File: config.mk
export PLATFORM = sky130hd
export DESIGN_NAME = ccpu_top
export DESIGN_NICKNAME = d
export VERILOG_FILES = /design/src/verilog/ccpu_pkg.sv /design/src/verilog/ccpu_top.sv
export SDC_FILE = /design/constraint.sdc
export NUM_CORES = 1
export LEC_CHECK = 0
export BUFFER_PORTS_ARGS = -buffer_cell sky130_fd_sc_hd__buf_2
export CAP_MARGIN = 30
export CORE_ASPECT_RATIO = 0.6
export CORE_UTILIZATION = 57
export DETAILED_ROUTE_END_ITERATION = 12
export GPL_TIMING_DRIVEN = 0
export HOLD_SLACK_MARGIN = 0.12
export PLACE_DENSITY = 0.79
export SLEW_MARGIN = 5
export SYNTH_ARGS = -nofsm -noshare
export SYNTH_HDL_FRONTEND = slang
export SYNTH_SLANG_ARGS = --single-unit
File: constraint.sdc
create_clock -name MCLK_IN -period 3.3 [get_ports MCLK_IN]
set_input_delay 0.66 -clock MCLK_IN [delete_from_list [all_inputs] [get_ports MCLK_IN]]
set_output_delay 0.66 -clock MCLK_IN [all_outputs]
set_load 0.05 [all_outputs]
File: src/verilog/ccpu_pkg.sv
package ccpu_pkg;
    // Register byte addresses (printed offsets are not all multiples of four, so index * 4)
    localparam logic [11:0] CONTROL_INDEX    = 12'h30e;
    localparam logic [11:0] DUTY_INDEX       = 12'h30c;
    localparam logic [11:0] LIMIT_INDEX      = 12'h300;
    localparam logic [11:0] TIMER_CTL_INDEX  = 12'h301;
    localparam logic [11:0] STATUS_INDEX     = 12'h302;
    localparam logic [11:0] CAP_TIMER_INDEX  = 12'h303;
    localparam logic [13:0] ADDR_CONTROL     = {CONTROL_INDEX, 2'b00};
    localparam logic [13:0] ADDR_DUTY        = {DUTY_INDEX, 2'b00};
    localparam logic [13:0] ADDR_LIMIT       = {LIMIT_INDEX, 2'b00};
    localparam logic [13:0] ADDR_TIMER_CTL   = {TIMER_CTL_INDEX, 2'b00};
    localparam logic [13:0] ADDR_STATUS      = {STATUS_INDEX, 2'b00};
    localparam logic [13:0] ADDR_CAP_TIMER   = {CAP_TIMER_INDEX, 2'b00};

    // Control register fields
    localparam int          CTL_EN_BIT       = 7;
    localparam int          CTL_OUT_BIT      = 5;
    localparam int          CTL_ALIGN_BIT    = 4;
    localparam logic [7:0]  CTL_RESET        = 8'h00;
    localparam logic [7:0]  CTL_WRITE_MASK   = 8'h9f;

    // Period timer control fields
    localparam int          TCTL_ON_BIT      = 2;
    localparam logic [2:0]  TCTL_RESET       = 3'h0;
    localparam logic [7:0]  LIMIT_RESET      = 8'hff;

    // Status register bits (write one to clear)
    localparam int          ST_TIMER_FLAG    = 0;
    localparam int          ST_EVENT_FLAG    = 1;

    // Timing: period timer advances once per four system clocks at 1:1 prescale
    localparam int          SYS_PER_TICK     = 4;

    // Mode codes
    localparam logic [3:0]  MODE_OFF         = 4'h0;
    localparam logic [3:0]  MODE_TOG_CLR     = 4'h1;
    localparam logic [3:0]  MODE_TOGGLE      = 4'h2;
    localparam logic [3:0]  MODE_CAP_ANY     = 4'h3;
    localparam logic [3:0]  MODE_CAP_FALL    = 4'h4;
    localparam logic [3:0]  MODE_CAP_RISE    = 4'h5;
    localparam logic [3:0]  MODE_CAP_RISE4   = 4'h6;
    localparam logic [3:0]  MODE_CAP_RISE16  = 4'h7;
    localparam logic [3:0]  MODE_SET         = 4'h8;
    localparam logic [3:0]  MODE_CLEAR       = 4'h9;
    localparam logic [3:0]  MODE_PULSE       = 4'ha;
    localparam logic [3:0]  MODE_PULSE_CLR   = 4'hb;

    typedef struct packed {
        logic       enable;
        logic       duty_align;
        logic [3:0] mode;
    } ccpu_ctl_t;

    typedef struct packed {
        logic [13:0] paddr;
        logic        psel;
        logic        penable;
        logic        pwrite;
        logic [31:0] pwdata;
    } ccpu_apb_req_t;
endpackage : ccpu_pkg

File: src/verilog/ccpu_top.sv
// Notes on behaviour
// - Period timer clears on the increment after it equals the period limit.
// - Rollover sets output high unless the duty value being copied into the buffer is zero.
// - Rollover copies duty value into a 10-bit buffer used for compare.
// - Duty register writable anytime; PWM uses new value only after next rollover, compare uses it at once.
// - Period is (limit+1) * 4 system clocks * prescale factor.
// - Time base is timer count plus two low bits from clock phase or prescaler.
// - Time base equal to buffered duty drives output low for rest of period.
// - Alignment bit picks left or right placement of duty in PWM mode only.
// - Postscaler has no effect on PWM period.
// - Sleep freezes timer and unit state, output held; resumes afterwards.
// - Reset returns pin to input and registers to reset values.
// - Duty beyond period never matches, output left unchanged.
// - Control bit 7 enables the unit.
// - Control bit 5 is read-only and shows the output level.
// - Mode 11xx is PWM, 0000 off, others compare/capture setting event flag.
// - Compare 1000 sets, 1001 clears, 1010 pulses, 0010 toggles output.
// - Compare 0001 and 1011 also clear the capture timer on match.
// - Capture codes pick any, falling, rising, 4th or 16th rising edge.
// - Right align: high[1:0]=duty[9:8]; left: high=duty[9:2], low[7:6]=duty[1:0].
// - Capture stores 16-bit timer into duty register, sets event flag, overwrites.
//
// Decided for this implementation: register access over APB.
`timescale 1ns/100ps
`default_nettype none
module ccpu_top
    import ccpu_pkg::*;
(
    input  wire logic        MCLK_IN,
    input  wire logic        SRST_IN,
    input  wire logic [13:0] PADDR_IN,
    input  wire logic        PSEL_IN,
    input  wire logic        PENABLE_IN,
    input  wire logic        PWRITE_IN,
    input  wire logic [31:0] PWDATA_IN,
    output logic      [31:0] PRDATA_OUT,
    output logic             PREADY_OUT,
    output logic             PSLVERR_OUT,
    input  wire logic        SLEEP_IN,
    input  wire logic        UNIT_PIN_IN,
    output logic             UNIT_PIN_OUT,
    output logic             UNIT_PIN_OE_N_OUT
);
    // ------------------------------------------------------------
    // Registers
    // ------------------------------------------------------------
    ccpu_apb_req_t req;
    ccpu_ctl_t     ctl;
    logic [15:0]   duty_compare_value;
    logic [7:0]    period_limit;
    logic [2:0]    period_timer_control;
    logic          pin_direction_bit;
    logic          period_timer_flag;
    logic          unit_event_flag;
    logic [15:0]   capture_timer;
    logic [7:0]    period_timer_count;
    logic [1:0]    sys_phase;
    logic [5:0]    prescale_count;
    logic [9:0]    duty_buffer;
    logic          unit_out;
    logic          pulse_active;
    logic [3:0]    edge_count;
    logic          pin_sync1;
    logic          pin_sync2;
    logic          pin_prev;
    logic          matched;

    assign req = '{paddr: PADDR_IN, psel: PSEL_IN, penable: PENABLE_IN, pwrite: PWRITE_IN, pwdata: PWDATA_IN};

    logic wr_en;
    logic rd_en;
    logic hit;
    logic [31:0] next_rdata;
    assign wr_en = req.psel && req.penable && req.pwrite;
    assign rd_en = req.psel && !req.penable && !req.pwrite;

    // ------------------------------------------------------------
    // Time base
    // ------------------------------------------------------------
    logic       pwm_mode;
    logic       run;
    logic [5:0] prescale_max;
    logic       tick;
    logic       step;
    logic       rollover;
    logic [1:0] low_bits;
    logic [9:0] time_base;
    logic [9:0] duty_aligned;
    logic       cap_mode;
    logic       cmp_mode;
    logic       cmp_match;

    assign pwm_mode = ctl.enable && (ctl.mode[3:2] == 2'b11);
    assign cap_mode = ctl.enable && (ctl.mode >= MODE_CAP_ANY) && (ctl.mode <= MODE_CAP_RISE16);
    assign cmp_mode = ctl.enable && !pwm_mode && !cap_mode && (ctl.mode != MODE_OFF);
    assign run = period_timer_control[TCTL_ON_BIT] && !SLEEP_IN;

    // Low time base bits are the clock phase at 1:1, else the two prescaler bits that step four times per prescale period
    always_comb begin
        unique case (period_timer_control[1:0])
            2'b00: begin
                prescale_max = 6'h00;
                low_bits = sys_phase;
            end
            2'b01: begin
                prescale_max = 6'h03;
                low_bits = prescale_count[1:0];
            end
            2'b10: begin
                prescale_max = 6'h0f;
                low_bits = prescale_count[3:2];
            end
            default: begin
                prescale_max = 6'h3f;
                low_bits = prescale_count[5:4];
            end
        endcase
    end

    assign tick = run && (sys_phase == 2'(SYS_PER_TICK - 1)) && (prescale_count == prescale_max);
    assign rollover = tick && (period_timer_count == period_limit);
    // Edge at which the time base moves on by one
    assign step = run && ((prescale_max == 6'h00) || ((sys_phase == 2'(SYS_PER_TICK - 1)) &&
                  ((prescale_count & (prescale_max >> 2)) == (prescale_max >> 2))));
    assign time_base = {period_timer_count, low_bits};
    // Left alignment takes duty from bits 15:6, right from bits 9:0
    assign duty_aligned = ctl.duty_align ? duty_compare_value[15:6] : duty_compare_value[9:0];
    assign cmp_match = cmp_mode && (capture_timer == duty_compare_value);

    always_ff @(posedge MCLK_IN) begin
        if (SRST_IN) begin
            sys_phase <= 2'h0;
            prescale_count <= 6'h00;
            period_timer_count <= 8'h00;
        end else if (run) begin
            sys_phase <= sys_phase + 2'h1;
            if (sys_phase == 2'(SYS_PER_TICK - 1)) begin
                prescale_count <= (prescale_count == prescale_max) ? 6'h00 : prescale_count + 6'h01;
            end
            if (tick) begin
                period_timer_count <= rollover ? 8'h00 : period_timer_count + 8'h01;
            end
        end
    end

    // Capture/compare timer: steps on clock phase 3, so at quarter rate while the period timer runs; cleared by modes 0001 and 1011
    always_ff @(posedge MCLK_IN) begin
        if (SRST_IN) begin
            capture_timer <= 16'h0000;
        end else if (!SLEEP_IN && sys_phase == 2'(SYS_PER_TICK - 1)) begin
            if (cmp_match && (ctl.mode == MODE_TOG_CLR || ctl.mode == MODE_PULSE_CLR)) begin
                capture_timer <= 16'h0000;
            end else begin
                capture_timer <= capture_timer + 16'h0001;
            end
        end
    end

    // ------------------------------------------------------------
    // Input synchroniser and capture edge detect
    // ------------------------------------------------------------
    logic rise;
    logic fall;
    logic cap_event;
    assign rise = pin_sync2 && !pin_prev;
    assign fall = !pin_sync2 && pin_prev;

    always_ff @(posedge MCLK_IN) begin
        if (SRST_IN) begin
            pin_sync1 <= 1'b0;
            pin_sync2 <= 1'b0;
            pin_prev <= 1'b0;
        end else begin
            pin_sync1 <= UNIT_PIN_IN;
            pin_sync2 <= pin_sync1;
            pin_prev <= pin_sync2;
        end
    end

    always_comb begin
        cap_event = 1'b0;
        if (cap_mode && !SLEEP_IN) begin
            unique case (ctl.mode)
                MODE_CAP_ANY:    cap_event = rise || fall;
                MODE_CAP_FALL:   cap_event = fall;
                MODE_CAP_RISE:   cap_event = rise;
                MODE_CAP_RISE4:  cap_event = rise && (edge_count[1:0] == 2'h3);
                MODE_CAP_RISE16: cap_event = rise && (edge_count == 4'hf);
                default:         cap_event = 1'b0;
            endcase
        end
    end

    always_ff @(posedge MCLK_IN) begin
        if (SRST_IN || !cap_mode) begin
            edge_count <= 4'h0;
        end else if (rise && !SLEEP_IN) begin
            edge_count <= edge_count + 4'h1;
        end
    end

    // ------------------------------------------------------------
    // Output logic
    // ------------------------------------------------------------
    always_ff @(posedge MCLK_IN) begin
        if (SRST_IN) begin
            duty_buffer <= 10'h000;
        end else if (rollover) begin
            duty_buffer <= duty_aligned;
        end
    end

    always_ff @(posedge MCLK_IN) begin
        if (SRST_IN) begin
            unit_out <= 1'b0;
            pulse_active <= 1'b0;
            matched <= 1'b0;
        end else if (!ctl.enable || ctl.mode == MODE_OFF) begin
            unit_out <= 1'b0;
            pulse_active <= 1'b0;
            matched <= 1'b0;
        end else if (SLEEP_IN) begin
            unit_out <= unit_out;
        end else if (pwm_mode) begin
            if (rollover) begin
                unit_out <= (duty_aligned != 10'h000);
            // Cleared on the step into the duty value, so the high time is duty steps long
            end else if (step && (time_base + 10'h001 == duty_buffer)) begin
                unit_out <= 1'b0;
            end
        end else if (cmp_mode) begin
            pulse_active <= 1'b0;
            if (pulse_active) begin
                unit_out <= 1'b0;
            end
            matched <= cmp_match;
            if (cmp_match && !matched) begin
                unique case (ctl.mode)
                    MODE_SET:   unit_out <= 1'b1;
                    MODE_CLEAR: unit_out <= 1'b0;
                    MODE_PULSE, MODE_PULSE_CLR: begin
                        unit_out <= 1'b1;
                        pulse_active <= 1'b1;
                    end
                    default:    unit_out <= !unit_out;
                endcase
            end
        end
    end

    always_ff @(posedge MCLK_IN) begin
        if (SRST_IN) begin
            UNIT_PIN_OUT <= 1'b0;
            UNIT_PIN_OE_N_OUT <= 1'b1;
        end else begin
            UNIT_PIN_OUT <= unit_out;
            UNIT_PIN_OE_N_OUT <= pin_direction_bit;
        end
    end

    // ------------------------------------------------------------
    // Register writes
    // ------------------------------------------------------------
    always_ff @(posedge MCLK_IN) begin
        if (SRST_IN) begin
            ctl <= '{enable: CTL_RESET[CTL_EN_BIT], duty_align: CTL_RESET[CTL_ALIGN_BIT], mode: CTL_RESET[3:0]};
            period_limit <= LIMIT_RESET;
            period_timer_control <= TCTL_RESET;
            pin_direction_bit <= 1'b1;
        end else if (wr_en) begin
            if (req.paddr == ADDR_CONTROL) begin
                ctl.enable <= req.pwdata[CTL_EN_BIT];
                ctl.duty_align <= req.pwdata[CTL_ALIGN_BIT];
                ctl.mode <= req.pwdata[3:0];
            end
            if (req.paddr == ADDR_LIMIT) begin
                period_limit <= req.pwdata[7:0];
            end
            if (req.paddr == ADDR_TIMER_CTL) begin
                period_timer_control <= req.pwdata[2:0];
                pin_direction_bit <= req.pwdata[8];
            end
        end
    end

    always_ff @(posedge MCLK_IN) begin
        if (SRST_IN) begin
            duty_compare_value <= 16'h0000;
        end else if (cap_event) begin
            duty_compare_value <= capture_timer;
        end else if (wr_en && req.paddr == ADDR_DUTY) begin
            duty_compare_value <= req.pwdata[15:0];
        end
    end

    // Flags: hardware set wins over write-one-to-clear
    always_ff @(posedge MCLK_IN) begin
        if (SRST_IN) begin
            period_timer_flag <= 1'b0;
            unit_event_flag <= 1'b0;
        end else begin
            if (rollover) begin
                period_timer_flag <= 1'b1;
            end else if (wr_en && req.paddr == ADDR_STATUS && req.pwdata[ST_TIMER_FLAG]) begin
                period_timer_flag <= 1'b0;
            end
            if (cap_event || (cmp_match && !matched) || (pwm_mode && rollover)) begin
                unit_event_flag <= 1'b1;
            end else if (wr_en && req.paddr == ADDR_STATUS && req.pwdata[ST_EVENT_FLAG]) begin
                unit_event_flag <= 1'b0;
            end
        end
    end

    // ------------------------------------------------------------
    // APB read path: no wait state, data ready in first access cycle
    // ------------------------------------------------------------
    always_comb begin
        next_rdata = 32'h0000_0000;
        hit = 1'b1;
        unique case (req.paddr)
            ADDR_CONTROL:   next_rdata[7:0] = {ctl.enable, 1'b0, unit_out, ctl.duty_align, ctl.mode};
            ADDR_DUTY:      next_rdata[15:0] = duty_compare_value;
            ADDR_LIMIT:     next_rdata[7:0] = period_limit;
            ADDR_TIMER_CTL: next_rdata[8:0] = {pin_direction_bit, 5'h00, period_timer_control};
            ADDR_STATUS:    next_rdata[1:0] = {unit_event_flag, period_timer_flag};
            ADDR_CAP_TIMER: next_rdata[23:0] = {period_timer_count, capture_timer};
            default:        hit = 1'b0;
        endcase
    end

    always_ff @(posedge MCLK_IN) begin
        if (SRST_IN) begin
            PRDATA_OUT <= 32'h0000_0000;
            PREADY_OUT <= 1'b0;
            PSLVERR_OUT <= 1'b0;
        end else begin
            PREADY_OUT <= req.psel && !req.penable;
            PSLVERR_OUT <= req.psel && !req.penable && !hit;
            if (rd_en) begin
                PRDATA_OUT <= next_rdata;
            end
        end
    end
endmodule : ccpu_top
`default_nettype wire

# Word-level counts from Yosys, hierarchy flattened
# Cells that the tools add are included.
# classes
add_sub_neg	6
order_cmp	2
n_eq_ne	28
muxes	29
bitwise_logic	3
n_reduce_logical	72
# ops
cell	count
$eq 14x12->1 const B	6
$mux 16	3
$logic_and 1x1->1	33
$pmux 6 s5	1
$eq 4x4->1 const B	5
$pmux 6 s3	1
$add 16x1->16 const B	1
$eq 16x16->1	1
$eq 4x3->1 const B	4
$mux 8	2
$mux 1	14
$pmux 7 s2	1
$pmux 2 s6	1
$logic_not 1->1	11
$add 10x1->10 const B	1
$eq 10x10->1	1
$mux 10	1
$reduce_and 2->1	5
$reduce_bool 10->1	1
$add 8x1->8 const B	1
$eq 2x2->1 const B	4
$eq 8x8->1	1
$reduce_bool 2->1	4
$logic_or 1x1->1	7
28 further kinds	30
# word_totals
regBits	116
out_inout_bits	36
wordCells	166

# Depth between registers and ports, before layout
# Gate-level depths: netlist of the first run.
# depth
ltp_word	11
depth_mapped	10
depth_no_buf	9

# Least setup slack after synthesis of the first run
# OpenSTA, ideal clock, no wires.
# synth_path
path_kind	input to register
from	input port PADDR_IN[3]
to	register period_limit[5]
arrival_ns	2.367
required_ns	3.180
slack_ns	0.813
cell_stages	7
n_path_buf	2
cell_sequence	buf_6 > or4_4 > or4_4 > nor2_8 > buf_8 > nor2b_1 > a211o_1
# synth_between
elab_chain_cells	2
# synth_lines
item	line	source
start, declared	ccpu_top.sv:31	input wire logic [13:0] PADDR_IN,
$eq 14x12->1	ccpu_top.sv:276	if (req.paddr == ADDR_LIMIT) begin
$reduce_and 2->1 (no source line)	-	
end signal, assigned	ccpu_top.sv:277	period_limit <= req.pwdata[7:0];
end, declared	ccpu_top.sv:50	logic [7:0] period_limit;
# Every way passes these cells.
# A chain may end at the register's enable or synchronous reset.

# Worst setup path in the final report of the first run
# layout_path
from	input port PADDR_IN[7]
to	register PRDATA_OUT[3]
# layout_between
elab_chain_cells	2
# layout_lines
item	line	source
$eq 14x12->1	ccpu_top.sv:321	unique case (req.paddr)
$pmux 6 s5 *	ccpu_top.sv:321	
end signal, assigned	ccpu_top.sv:341	PRDATA_OUT <= next_rdata;
end, declared	ccpu_top.sv:36	output logic [31:0] PRDATA_OUT,
# Mark *: on every way between the ends. The rest lies on a longest branch, timed or not.

==> flow_metrics.env, run 1 <==
export IMPL_crit_type="input port to flip-flop"
export IMPL_crit_path_frequent_cell="a21oi_1"
export IMPL_hpwl_mm=13.3
export IMPL_pwr_density_cell_nw_per_um2=479
export IMPL_rsz0062_at_grt="false"
export IMPL_avgSynthCellArea_um2=8.58
export IMPL_gr_total_overflow=0
export IMPL_ys_seq_area_share_pct=38.5
export IMPL_clk_latency_ps=410
export IMPL_syn_inst=703
export IMPL_clock_path_buffers=2
export IMPL_synthArstFlopShare_pct=0
export IMPL_worstMarginPinSlew_ps=1090
export IMPL_synth_distinct_cells=61
export IMPL_synth_area_um2=6030
export IMPL_nets=853
export IMPL_crit_path_end_kind="flip-flop"
export IMPL_fmax_ghz=0.364
export IMPL_crit_path_max_incr_delay_ps=940
export IMPL_synth_edf_count=0
export IMPL_nFillCells=785
export IMPL_worstPathArrival_ps=3090
export IMPL_setup_ws_ps=552
export IMPL_post_cts_setup_buffers=0
export IMPL_crit_chain="buf_2 -> or4_1 -> nor4_2 -> a222oi_1 -> a21oi_1 -> a21oi_1 -> nor2_1"
export IMPL_via_count=5752
export IMPL_critPathMaxFanout=8
export IMPL_io_buffers=63
export IMPL_core_um2=10100
export IMPL_max_cap_violations=0
export IMPL_antennaDiodeCount=0
export IMPL_required_ps=3640
export IMPL_worst_setup_path_start_kind="input port"
export IMPL_wl_mm=18.2
export IMPL_hold_viol_final=0
export IMPL_die_area_um2=11000
export IMPL_routabilityCongestion=0.930
export IMPL_drc_errors=0
export IMPL_grt_start_max_net_pins=17
export IMPL_outcome="complete, no violations"
export IMPL_cts_tree="built"
export IMPL_row_count=28
export IMPL_fin_skew_ps=7.20
export IMPL_synth_flop_cell="dfxtp_1"
export IMPL_htreeDepth=4
export IMPL_grt_pass1_vias=5194
export IMPL_fin_crit_ps=2750
export IMPL_ys_ff_latch=116
export IMPL_grt_pass1_wl_mm=27.9
export IMPL_cts_resized=0
export IMPL_layout_common_cells="124 x nor2_1, 116 x dfxtp_1, 75 x buf_2"
export IMPL_wl_per_cell_um=19.3
export IMPL_place_ws_ps=348
export IMPL_mostFrequentLayoutCell="nor2_1"
export IMPL_final_core_util_pct=70.9
export IMPL_yosys_warnings=0
export IMPL_period_share_pct=83.3
export IMPL_grt_usage_pct=34.0
export IMPL_via_per_inst=6.13
export IMPL_fin_cells=939
export IMPL_slew_violations=0
export IMPL_drtPass1Iterations=7
export IMPL_ctsHoldBuffers=0
export IMPL_die_y_um=81.7
export IMPL_hold_class="flip-flop to flip-flop"
export IMPL_cts_sinks=116
export IMPL_dp_cells=908
export IMPL_leakagePower_nw=2.77
export IMPL_antenna_found_initial=0
export IMPL_ios=89
export IMPL_cts_buffers=17
export IMPL_finalSetupViolCount=0
export IMPL_initial_core_util_pct=60.0
export IMPL_ir_drop_mv=0.416
export IMPL_tns_ps=0
export IMPL_relSlewSlack_pct=27.0
export IMPL_drt_iter0_drc=628
export IMPL_synthToLayoutAreaGrowth_pct=18.2
export IMPL_ant_nets=0
export IMPL_die_w_um=135
export IMPL_final_layout_size_suffix_gt1_share_pct=16.8
export IMPL_slowest_stage="nor4_2"
export IMPL_clk_pin_slew_worst_paths_ps=50
export IMPL_cts_root_buf="clkbuf_16"
synthesized netlist by cell type, types with 4 or more instances:
master | instances | area (um2)
a211oi_1 | 18 | 135
nand2b_1 | 8 | 50.1
xor2_1 | 40 | 350
nor2b_1 | 15 | 93.8
nand2_1 | 40 | 150
clkbuf_1 | 34 | 128
inv_1 | 6 | 22.5
a211o_2 | 6 | 60.1
nor3b_1 | 4 | 30.0
a221oi_1 | 10 | 87.6
buf_4 | 8 | 60.1
and3_1 | 6 | 37.5
xnor2_1 | 32 | 280
nor3_1 | 14 | 70.1
or2_2 | 4 | 25.0
nor2_1 | 124 | 465
a222oi_1 | 5 | 50.1
a211o_1 | 4 | 35.0
dfxtp_1 | 116 | 2320
nor4_1 | 14 | 87.6
nand4_1 | 16 | 100
nand3_1 | 23 | 115
ha_1 | 8 | 100
buf_2 | 12 | 60.1
mux2i_1 | 43 | 430
a21oi_1 | 36 | 180
power breakdown:
group	leakage (nW)	total, mW	switching [mW]	internal [mW]
Sequential	0.936	1.41	0.00451	1.41
Combinational	1.54	0.169	0.121	0.0479
Clock	0.290	1.83	0.651	1.18
Total	2.77	3.41	0.777	2.64
sequential cells by signal (all words and copies together) (netlist names), 2 cells and up:
name,flops
period_timer_control,3
period_limit,8
PRDATA_OUT,24
capture_timer,16
edge_count,4
sys_phase,2
duty_buffer,10
ctl,6
period_timer_count,8
prescale_count,6
duty_compare_value,16
metrics by stage:
| stage | hold WS, ps | total power, mW | instance area [um2] |
|---|---|---|---|
| after global routing | 465 | 3.48 | 7130 |
| after detailed placement | 443 | 1.61 | 6540 |
| final | 447 | 3.41 | 7130 |
| after global placement | 430 | 1.60 | 6540 |
| after floorplan | 414 | 1.55 | 6060 |
| after CTS | 449 | 3.41 | 7130 |
final cells by class:
cell class | instances | area (um2) | area share (%)
clock inverters | 10 | 105 | 1.47
well taps | 135 | 169 | 2.37
clock buffers | 21 | 480 | 6.74
repair buffers | 63 | 315 | 4.42
inverters | 6 | 22.5 | 0.316
multi-input cells | 529 | 3420 | 48.0
plain buffers | 59 | 293 | 4.11
flip-flops and latches | 116 | 2320 | 32.6
path summary, 6_finish.rpt:
| path | from | endpoint | slack (ps) | cells after the start |
|---|---|---|---|---|
| worst max register to register | period_timer_control[1] | unit_out | 600 | 10 |
| worst min register to register | PRDATA_OUT[16] | PRDATA_OUT[16] | 450 | 2 |
| worst max-delay path | PADDR_IN[7] | PRDATA_OUT[3] | 550 | 7 |
| worst min-delay path | PRDATA_OUT[16] | PRDATA_OUT[16] | 450 | 2 |
critical path: cells and delay by family:
kind                   cells  cell delay (ps)
and+or+nand+nor            3             1630
buffers and inverters      1              100
AOI/OAI and AO/OA          3              680
metal layers:
layer / global-route usage (%) / part of all wire, % / up-vias
met4: 10.1 / 1.6 / 0
met2: 49.4 / 41 / 342
li1: - / - / 2636
met3: 10.2 / 12 / 43
met5: 0 / 0 / -
met1: 48.2 / 46 / 2731
cells by family after synthesis:
group           after synthesis  share of synthesized area (%)
simple gates                290                           23.7
flops                       116                           38.5
compound gates              106                           12.5
xor+xnor                     72                           10.5
buf+inv                      65                           5.23
mux                          45                           7.89
fa+ha+maj                     8                           1.66
other cells                   1                         0.0622
(Power assumes the default switching activity.)
==> inputs of run 2 (changes only) <==
ABC_AREA = 1   (was unset)
CORE_UTILIZATION = 52   (was 57)
PLACE_DENSITY = 0.75   (was 0.79)
clock period = 2.2 ns   (was 3.3 ns; I/O delays follow)
==> flow_metrics.env, run 2 <==
export IMPL_via_per_inst=5.65
export IMPL_final_layout_size_suffix_gt1_share_pct=20.2
export IMPL_nFillCells=1086
export IMPL_synth_distinct_cells=49
export IMPL_ios=89
export IMPL_relSlewSlack_pct=38.4
export IMPL_synthToLayoutAreaGrowth_pct=23.3
export IMPL_grt_pass1_wl_mm=31.9
export IMPL_mostFrequentLayoutCell="nand2_1"
export IMPL_synth_area_um2=6440
export IMPL_cp_startpoint="period_timer_control[1]"
export IMPL_grt_pass1_vias=5926
export IMPL_die_w_um=146
export IMPL_worstMarginPinSlew_ps=920
export IMPL_yosysTopAreaCell="dfxtp_1"
export IMPL_synth_area_leaders="dfxtp_1 36%, nand2_1 12%, inv_1 6.9%"
export IMPL_seq_power_share_pct=38.9
export IMPL_critPathMaxFanout=6
export IMPL_fin_cells=1220
export IMPL_hold_viol_final=0
export IMPL_drtPass1Iterations=5
export IMPL_cts_buffers=17
export IMPL_drt_iter0_drc=694
export IMPL_synth_top_family_by_area="simple AND/OR/NAND/NOR gates"
export IMPL_synthMostInstantiatedCell="nand2_1"
export IMPL_rsz0062_at_grt="true"
export IMPL_die_area_um2=12800
export IMPL_pwr_density_cell_nw_per_um2=687
export IMPL_clock_path_buffers=2
export IMPL_fin_skew_ps=9.38
export IMPL_synth_xor_area_share_pct=3.67
export IMPL_synth_top_area_share_pct=36.1
export IMPL_setup_ws_ps=-19.2
export IMPL_synth_mux_area_share_pct=0.156
export IMPL_ys_ff_latch=116
export IMPL_ys_seq_area_share_pct=36.1
export IMPL_switching_share_pct=23.2
export IMPL_cts_root_buf="clkbuf_16"
export IMPL_yosys_area_share_simple_pct=30.1
export IMPL_htreeDepth=4
export IMPL_die_y_um=88.2
export IMPL_wl_per_cell_um=17.2
export IMPL_io_buffers=63
export IMPL_synth_edf_count=0
export IMPL_ant_nets=0
export IMPL_row_count=31
export IMPL_drc_errors=0
export IMPL_yosys_area_share_adder_pct=1.56
export IMPL_cts_tree="built"
export IMPL_avgSynthCellArea_um2=6.83
export IMPL_initial_core_util_pct=53.4
export IMPL_layout_common_cells="186 x nand2_1, 114 x inv_1, 109 x dfxtp_1"
export IMPL_cts_sinks=116
export IMPL_synthArstFlopShare_pct=0
export IMPL_p_sw_mw=1.26
export IMPL_slew_violations=0
export IMPL_regToRegStartpoint="period_timer_control[1]"
export IMPL_fmax_ghz=0.451
export IMPL_core_um2=12100
export IMPL_combPwrFrac_pct=4.9
export IMPL_violations="setup timing"
export IMPL_routabilityCongestion=1.00
export IMPL_nets=1103
export IMPL_synth_compound_area_share_pct=17.3
export IMPL_gr_total_overflow=0
export IMPL_internal_power_mw=4.18
export IMPL_finalSetupViolCount=1
export IMPL_outcome="complete, but fails checks"
export IMPL_crit_type="flip-flop to flip-flop"
export IMPL_grt_start_max_net_pins=17
export IMPL_hold_class="input port to flip-flop"
export IMPL_synth_commonest_cells="200 x nand2_1, 119 x inv_1, 116 x dfxtp_1"
export IMPL_antennaDiodeCount=0
export IMPL_grt_usage_pct=33.0
export IMPL_antenna_found_initial=0
export IMPL_ctsHoldBuffers=0
export IMPL_clock_power_share_pct=56.2
export IMPL_fin_crit_ps=2220
export IMPL_max_cap_violations=0
export IMPL_worstPathArrival_ps=2530
export IMPL_syn_inst=943
export IMPL_regMostFlops="PRDATA_OUT"
export IMPL_crit_path_end_kind="flip-flop"
export IMPL_period_share_pct=101
export IMPL_clk_latency_ps=420
export IMPL_wl_mm=21.0
export IMPL_largestRegisters="PRDATA_OUT x24, capture_timer x16, duty_compare_value x16"
export IMPL_hpwl_mm=15.4
export IMPL_via_count=6890
export IMPL_leakagePower_nw=3.52
export IMPL_worst_setup_path_start_kind="flip-flop"
export IMPL_dp_cells=1178
export IMPL_largest_reg_flops=24
export IMPL_min_from="UNIT_PIN_IN"
export IMPL_final_core_util_pct=65.8
export IMPL_ir_drop_mv=0.608
export IMPL_clk_pin_slew_worst_paths_ps=60
export IMPL_synth_flop_cell="dfxtp_1"
export IMPL_yosys_warnings=0
export IMPL_required_ps=2510
==> run 2: logic make-up after synthesis <==
kind of cell	Yosys count
buf+inv	173
compound gates	195
simple gates	422
other cells	1
fa+ha+maj	8
mux	1
flops	116
xor+xnor	27
==> run 2: routing by layer <==
layer | global-route usage (%) | wire length, um
met2 | 43.8 | 7870
met1 | 48.2 | 9620
met5 | 0 | 0
met3 | 12.8 | 3220
met4 | 9.76 | 335
==> run 2: per-stage QoR <==
stage                     hold WS, ps  total power [mW]  area (um2)  setup WS [ps]  setup TNS (ps)
after floorplan                   388              2.33        6460            119               0
final                             227              5.45        7940          -19.2           -19.2
after global routing              229              5.56        7940           -159            -180
after global placement            401              2.42        6980           -576           -1520
after detailed placement          402              2.42        6980           -635           -2000
after CTS                         224              5.43        7760           -119            -119
==> run 2: repair_timing <==
item                       CTS  global route
setup buffers                5             7
setup endpoints to repair   11            28
resized for setup           29            39
pin swaps                   10            20
==> run 2: worst max-delay path: stages (launching register included) <==
cell and delay, ps:
dfxtp_4 440, nand2_4 90, inv_6 90, nand2_4 70
nand2_2 60, inv_2 40, ha_4 270, inv_2 30
nand2_2 50, nand2_2 50, nor2_2 100, nand3_1 100
nor3_2 140, nand3_2 110, nor2_4 120, nand3_4 110
nand2_4 80, nand3_2 50, nand2_1 60, nor2_1 40
==> run 2: layout make-up <==
| cell class | instances | area [um2] | share of cell area (%) |
|---|---|---|---|
| buffer | 41 | 221 | 2.79 |
| clock buffer | 18 | 429 | 5.41 |
| clock inverter | 14 | 209 | 2.63 |
| inverter | 130 | 502 | 6.32 |
| multi-input combinational | 661 | 3630 | 45.7 |
| sequential | 116 | 2340 | 29.4 |
| tap | 165 | 206 | 2.60 |
| timing repair buffer | 75 | 405 | 5.11 |
==> run 2: final timing paths <==
kind | end | slack [ps] | cells after the start
hold / removal | pin_sync1 | 230 | 3
setup / recovery | unit_out | -20 | 19
setup reg to reg | unit_out | -20 | 19
hold reg to reg | pin_sync2 | 410 | 2
==> run 2: power by group through the flow <==
stage	Combinational [mW]	Sequential [mW]	Clock, mW
final	0.269	2.12	3.06
after global routing	0.280	2.12	3.16
after CTS	0.258	2.12	3.06
after detailed placement	0.256	2.17	0
after global placement	0.255	2.17	0
after floorplan	0.122	2.20	0
==> inputs of run 3 (changes only) <==
SKIP_CTS_REPAIR_TIMING = 1   (was unset)
==> flow_metrics.env, run 3 (synthesis gave the netlist of run 2 again) <==
export IMPL_outcome="complete, but fails checks"
export IMPL_violations="setup timing"
export IMPL_via_per_inst=5.63
export IMPL_wl_per_cell_um=17.0
export IMPL_relSlewSlack_pct=35.8
export IMPL_ios=89
export IMPL_slew_violations=0
export IMPL_pwr_density_cell_nw_per_um2=693
export IMPL_drtPass1Iterations=6
export IMPL_nets=1101
export IMPL_clk_pin_slew_worst_paths_ps=60
export IMPL_regMostFlops="PRDATA_OUT"
export IMPL_gr_total_overflow=0
export IMPL_initial_core_util_pct=53.4
export IMPL_hpwl_mm=15.4
export IMPL_worstPathArrival_ps=2680
export IMPL_cp_endpoint="unit_out"
export IMPL_leakagePower_nw=3.47
export IMPL_largestRegisters="PRDATA_OUT x24, capture_timer x16, duty_compare_value x16"
export IMPL_fin_crit_ps=2370
export IMPL_die_area_um2=12800
export IMPL_critPathMaxFanout=8
export IMPL_synthToLayoutAreaGrowth_pct=22.1
export IMPL_place_ws_ps=-635
export IMPL_layout_common_cells="190 x nand2_1, 114 x inv_1, 109 x dfxtp_1"
export IMPL_grt_usage_pct=32.8
export IMPL_drt_iter0_drc=626
export IMPL_drc_errors=0
export IMPL_htreeDepth=4
export IMPL_final_core_util_pct=65.2
export IMPL_critPathBufInv=3
export IMPL_worstMarginPinSlew_ps=959
export IMPL_largest_reg_flops=24
export IMPL_row_count=31
export IMPL_fin_skew_ps=9.11
export IMPL_nFillCells=1090
export IMPL_worst_hold_slack_ps=224
export IMPL_hold_class="input port to flip-flop"
export IMPL_worst_setup_path_start_kind="flip-flop"
export IMPL_cts_sinks=116
export IMPL_crit_path_max_incr_delay_ps=320
export IMPL_r2r_end="unit_out"
export IMPL_crit_chain="buf_8 -> nor2_4 -> nand2_1 -> nand3_2 -> nand2_2 -> inv_2 -> ha_4 -> nand3_4 -> inv_2 -> nand2_1 -> nand2_1 -> nand2_1 -> a21oi_2 -> nand3_1 -> nor2_2 -> nand3_2 -> nand2_2 -> nand3_2 -> nand2_1 -> nor2_1"
export IMPL_ant_nets=0
export IMPL_die_w_um=146
export IMPL_via_count=6855
export IMPL_seq_area_um2=2340
export IMPL_cts_buffers=17
export IMPL_setup_ws_ps=-174
export IMPL_core_um2=12100
export IMPL_antennaDiodeCount=0
export IMPL_period_share_pct=108
export IMPL_multi_input_area_um2=3560
export IMPL_cts_tree="built"
export IMPL_grt_pass1_wl_mm=31.7
export IMPL_ir_drop_mv=0.610
export IMPL_crit_path_frequent_cell="nand2_1"
export IMPL_crit_path_end_kind="flip-flop"
export IMPL_grt_pass1_vias=5879
export IMPL_design_area_um2=7860
export IMPL_grt_start_max_net_pins=17
export IMPL_io_buffers=63
export IMPL_r2r_slack_ps=-170
export IMPL_clock_path_buffers=2
export IMPL_design_power_total_mw=5.44
export IMPL_max_cap_violations=0
export IMPL_dpl_instance_area_um2=6980
export IMPL_rsz0062_at_grt="true"
export IMPL_wl_mm=20.7
export IMPL_die_y_um=88.2
export IMPL_finalSetupViolCount=1
export IMPL_required_ps=2510
export IMPL_final_layout_size_suffix_gt1_share_pct=19.8
export IMPL_cts_root_buf="clkbuf_16"
export IMPL_antenna_found_initial=0
export IMPL_cp_top_family="simple AND/OR/NAND/NOR gates"
export IMPL_clk_latency_ps=420
export IMPL_hold_viol_final=0
export IMPL_slowest_stage="dfxtp_2"
export IMPL_mostFrequentLayoutCell="nand2_1"
export IMPL_routabilityCongestion=1.00
export IMPL_fmax_ghz=0.421
export IMPL_cp_startpoint="period_timer_control[1]"
export IMPL_reg2reg_depth=20
export IMPL_crit_type="flip-flop to flip-flop"
export IMPL_path_depth=20
export IMPL_regToRegStartpoint="period_timer_control[1]"
run 3: final cells by class:
| cell class | count | area share, % |
|---|---|---|
| plain buffers | 42 | 2.96 |
| clock buffers | 18 | 5.46 |
| clock inverters | 14 | 2.66 |
| inverters | 130 | 6.32 |
| multi-input cells | 661 | 45.4 |
| flip-flops and latches | 116 | 29.8 |
| well taps | 165 | 2.63 |
| repair buffers | 72 | 4.87 |
run 3: power breakdown:
group	internal (mW)	switching, mW
Combinational	0.0671	0.200
Clock	2.00	1.06
Sequential	2.11	0.00577
run 3: how the worst min path moves through the flow:
stage	from	end	slack, ps	depth (start not counted)
2_1_floorplan	pin_sync1	pin_sync2	390	2
3_3_place_gp	pin_sync1	pin_sync2	400	2
3_5_place_dp	pin_sync1	pin_sync2	400	2
4_1_cts	UNIT_PIN_IN	pin_sync1	220	3
5_1_grt	UNIT_PIN_IN	pin_sync1	230	3
6_report	UNIT_PIN_IN	pin_sync1	220	3
run 3: tightest hold or removal path, delay by kind of cell:
kind / cells / cell delay [ps]
simple gates: 1 / 60
buf+inv: 2 / 100
run 3: layer usage:
metal	wire length (um)	GRT usage, %	up-vias	share of wire (%)
met1	9710	47.9	3132	47
met4	334	9.67	0	1.6
li1	-	-	3281	-
met3	3010	12.8	37	15
met5	0	0	-	0
met2	7670	43.7	405	37
run 3: stage by stage:
step | std cells | TNS (ps)
finish | 1218 | -174
floorplan | 950 | 0
global route | 1218 | -481
global placement | 1178 | -1520
detailed placement | 1178 | -2000
CTS | 1210 | -975
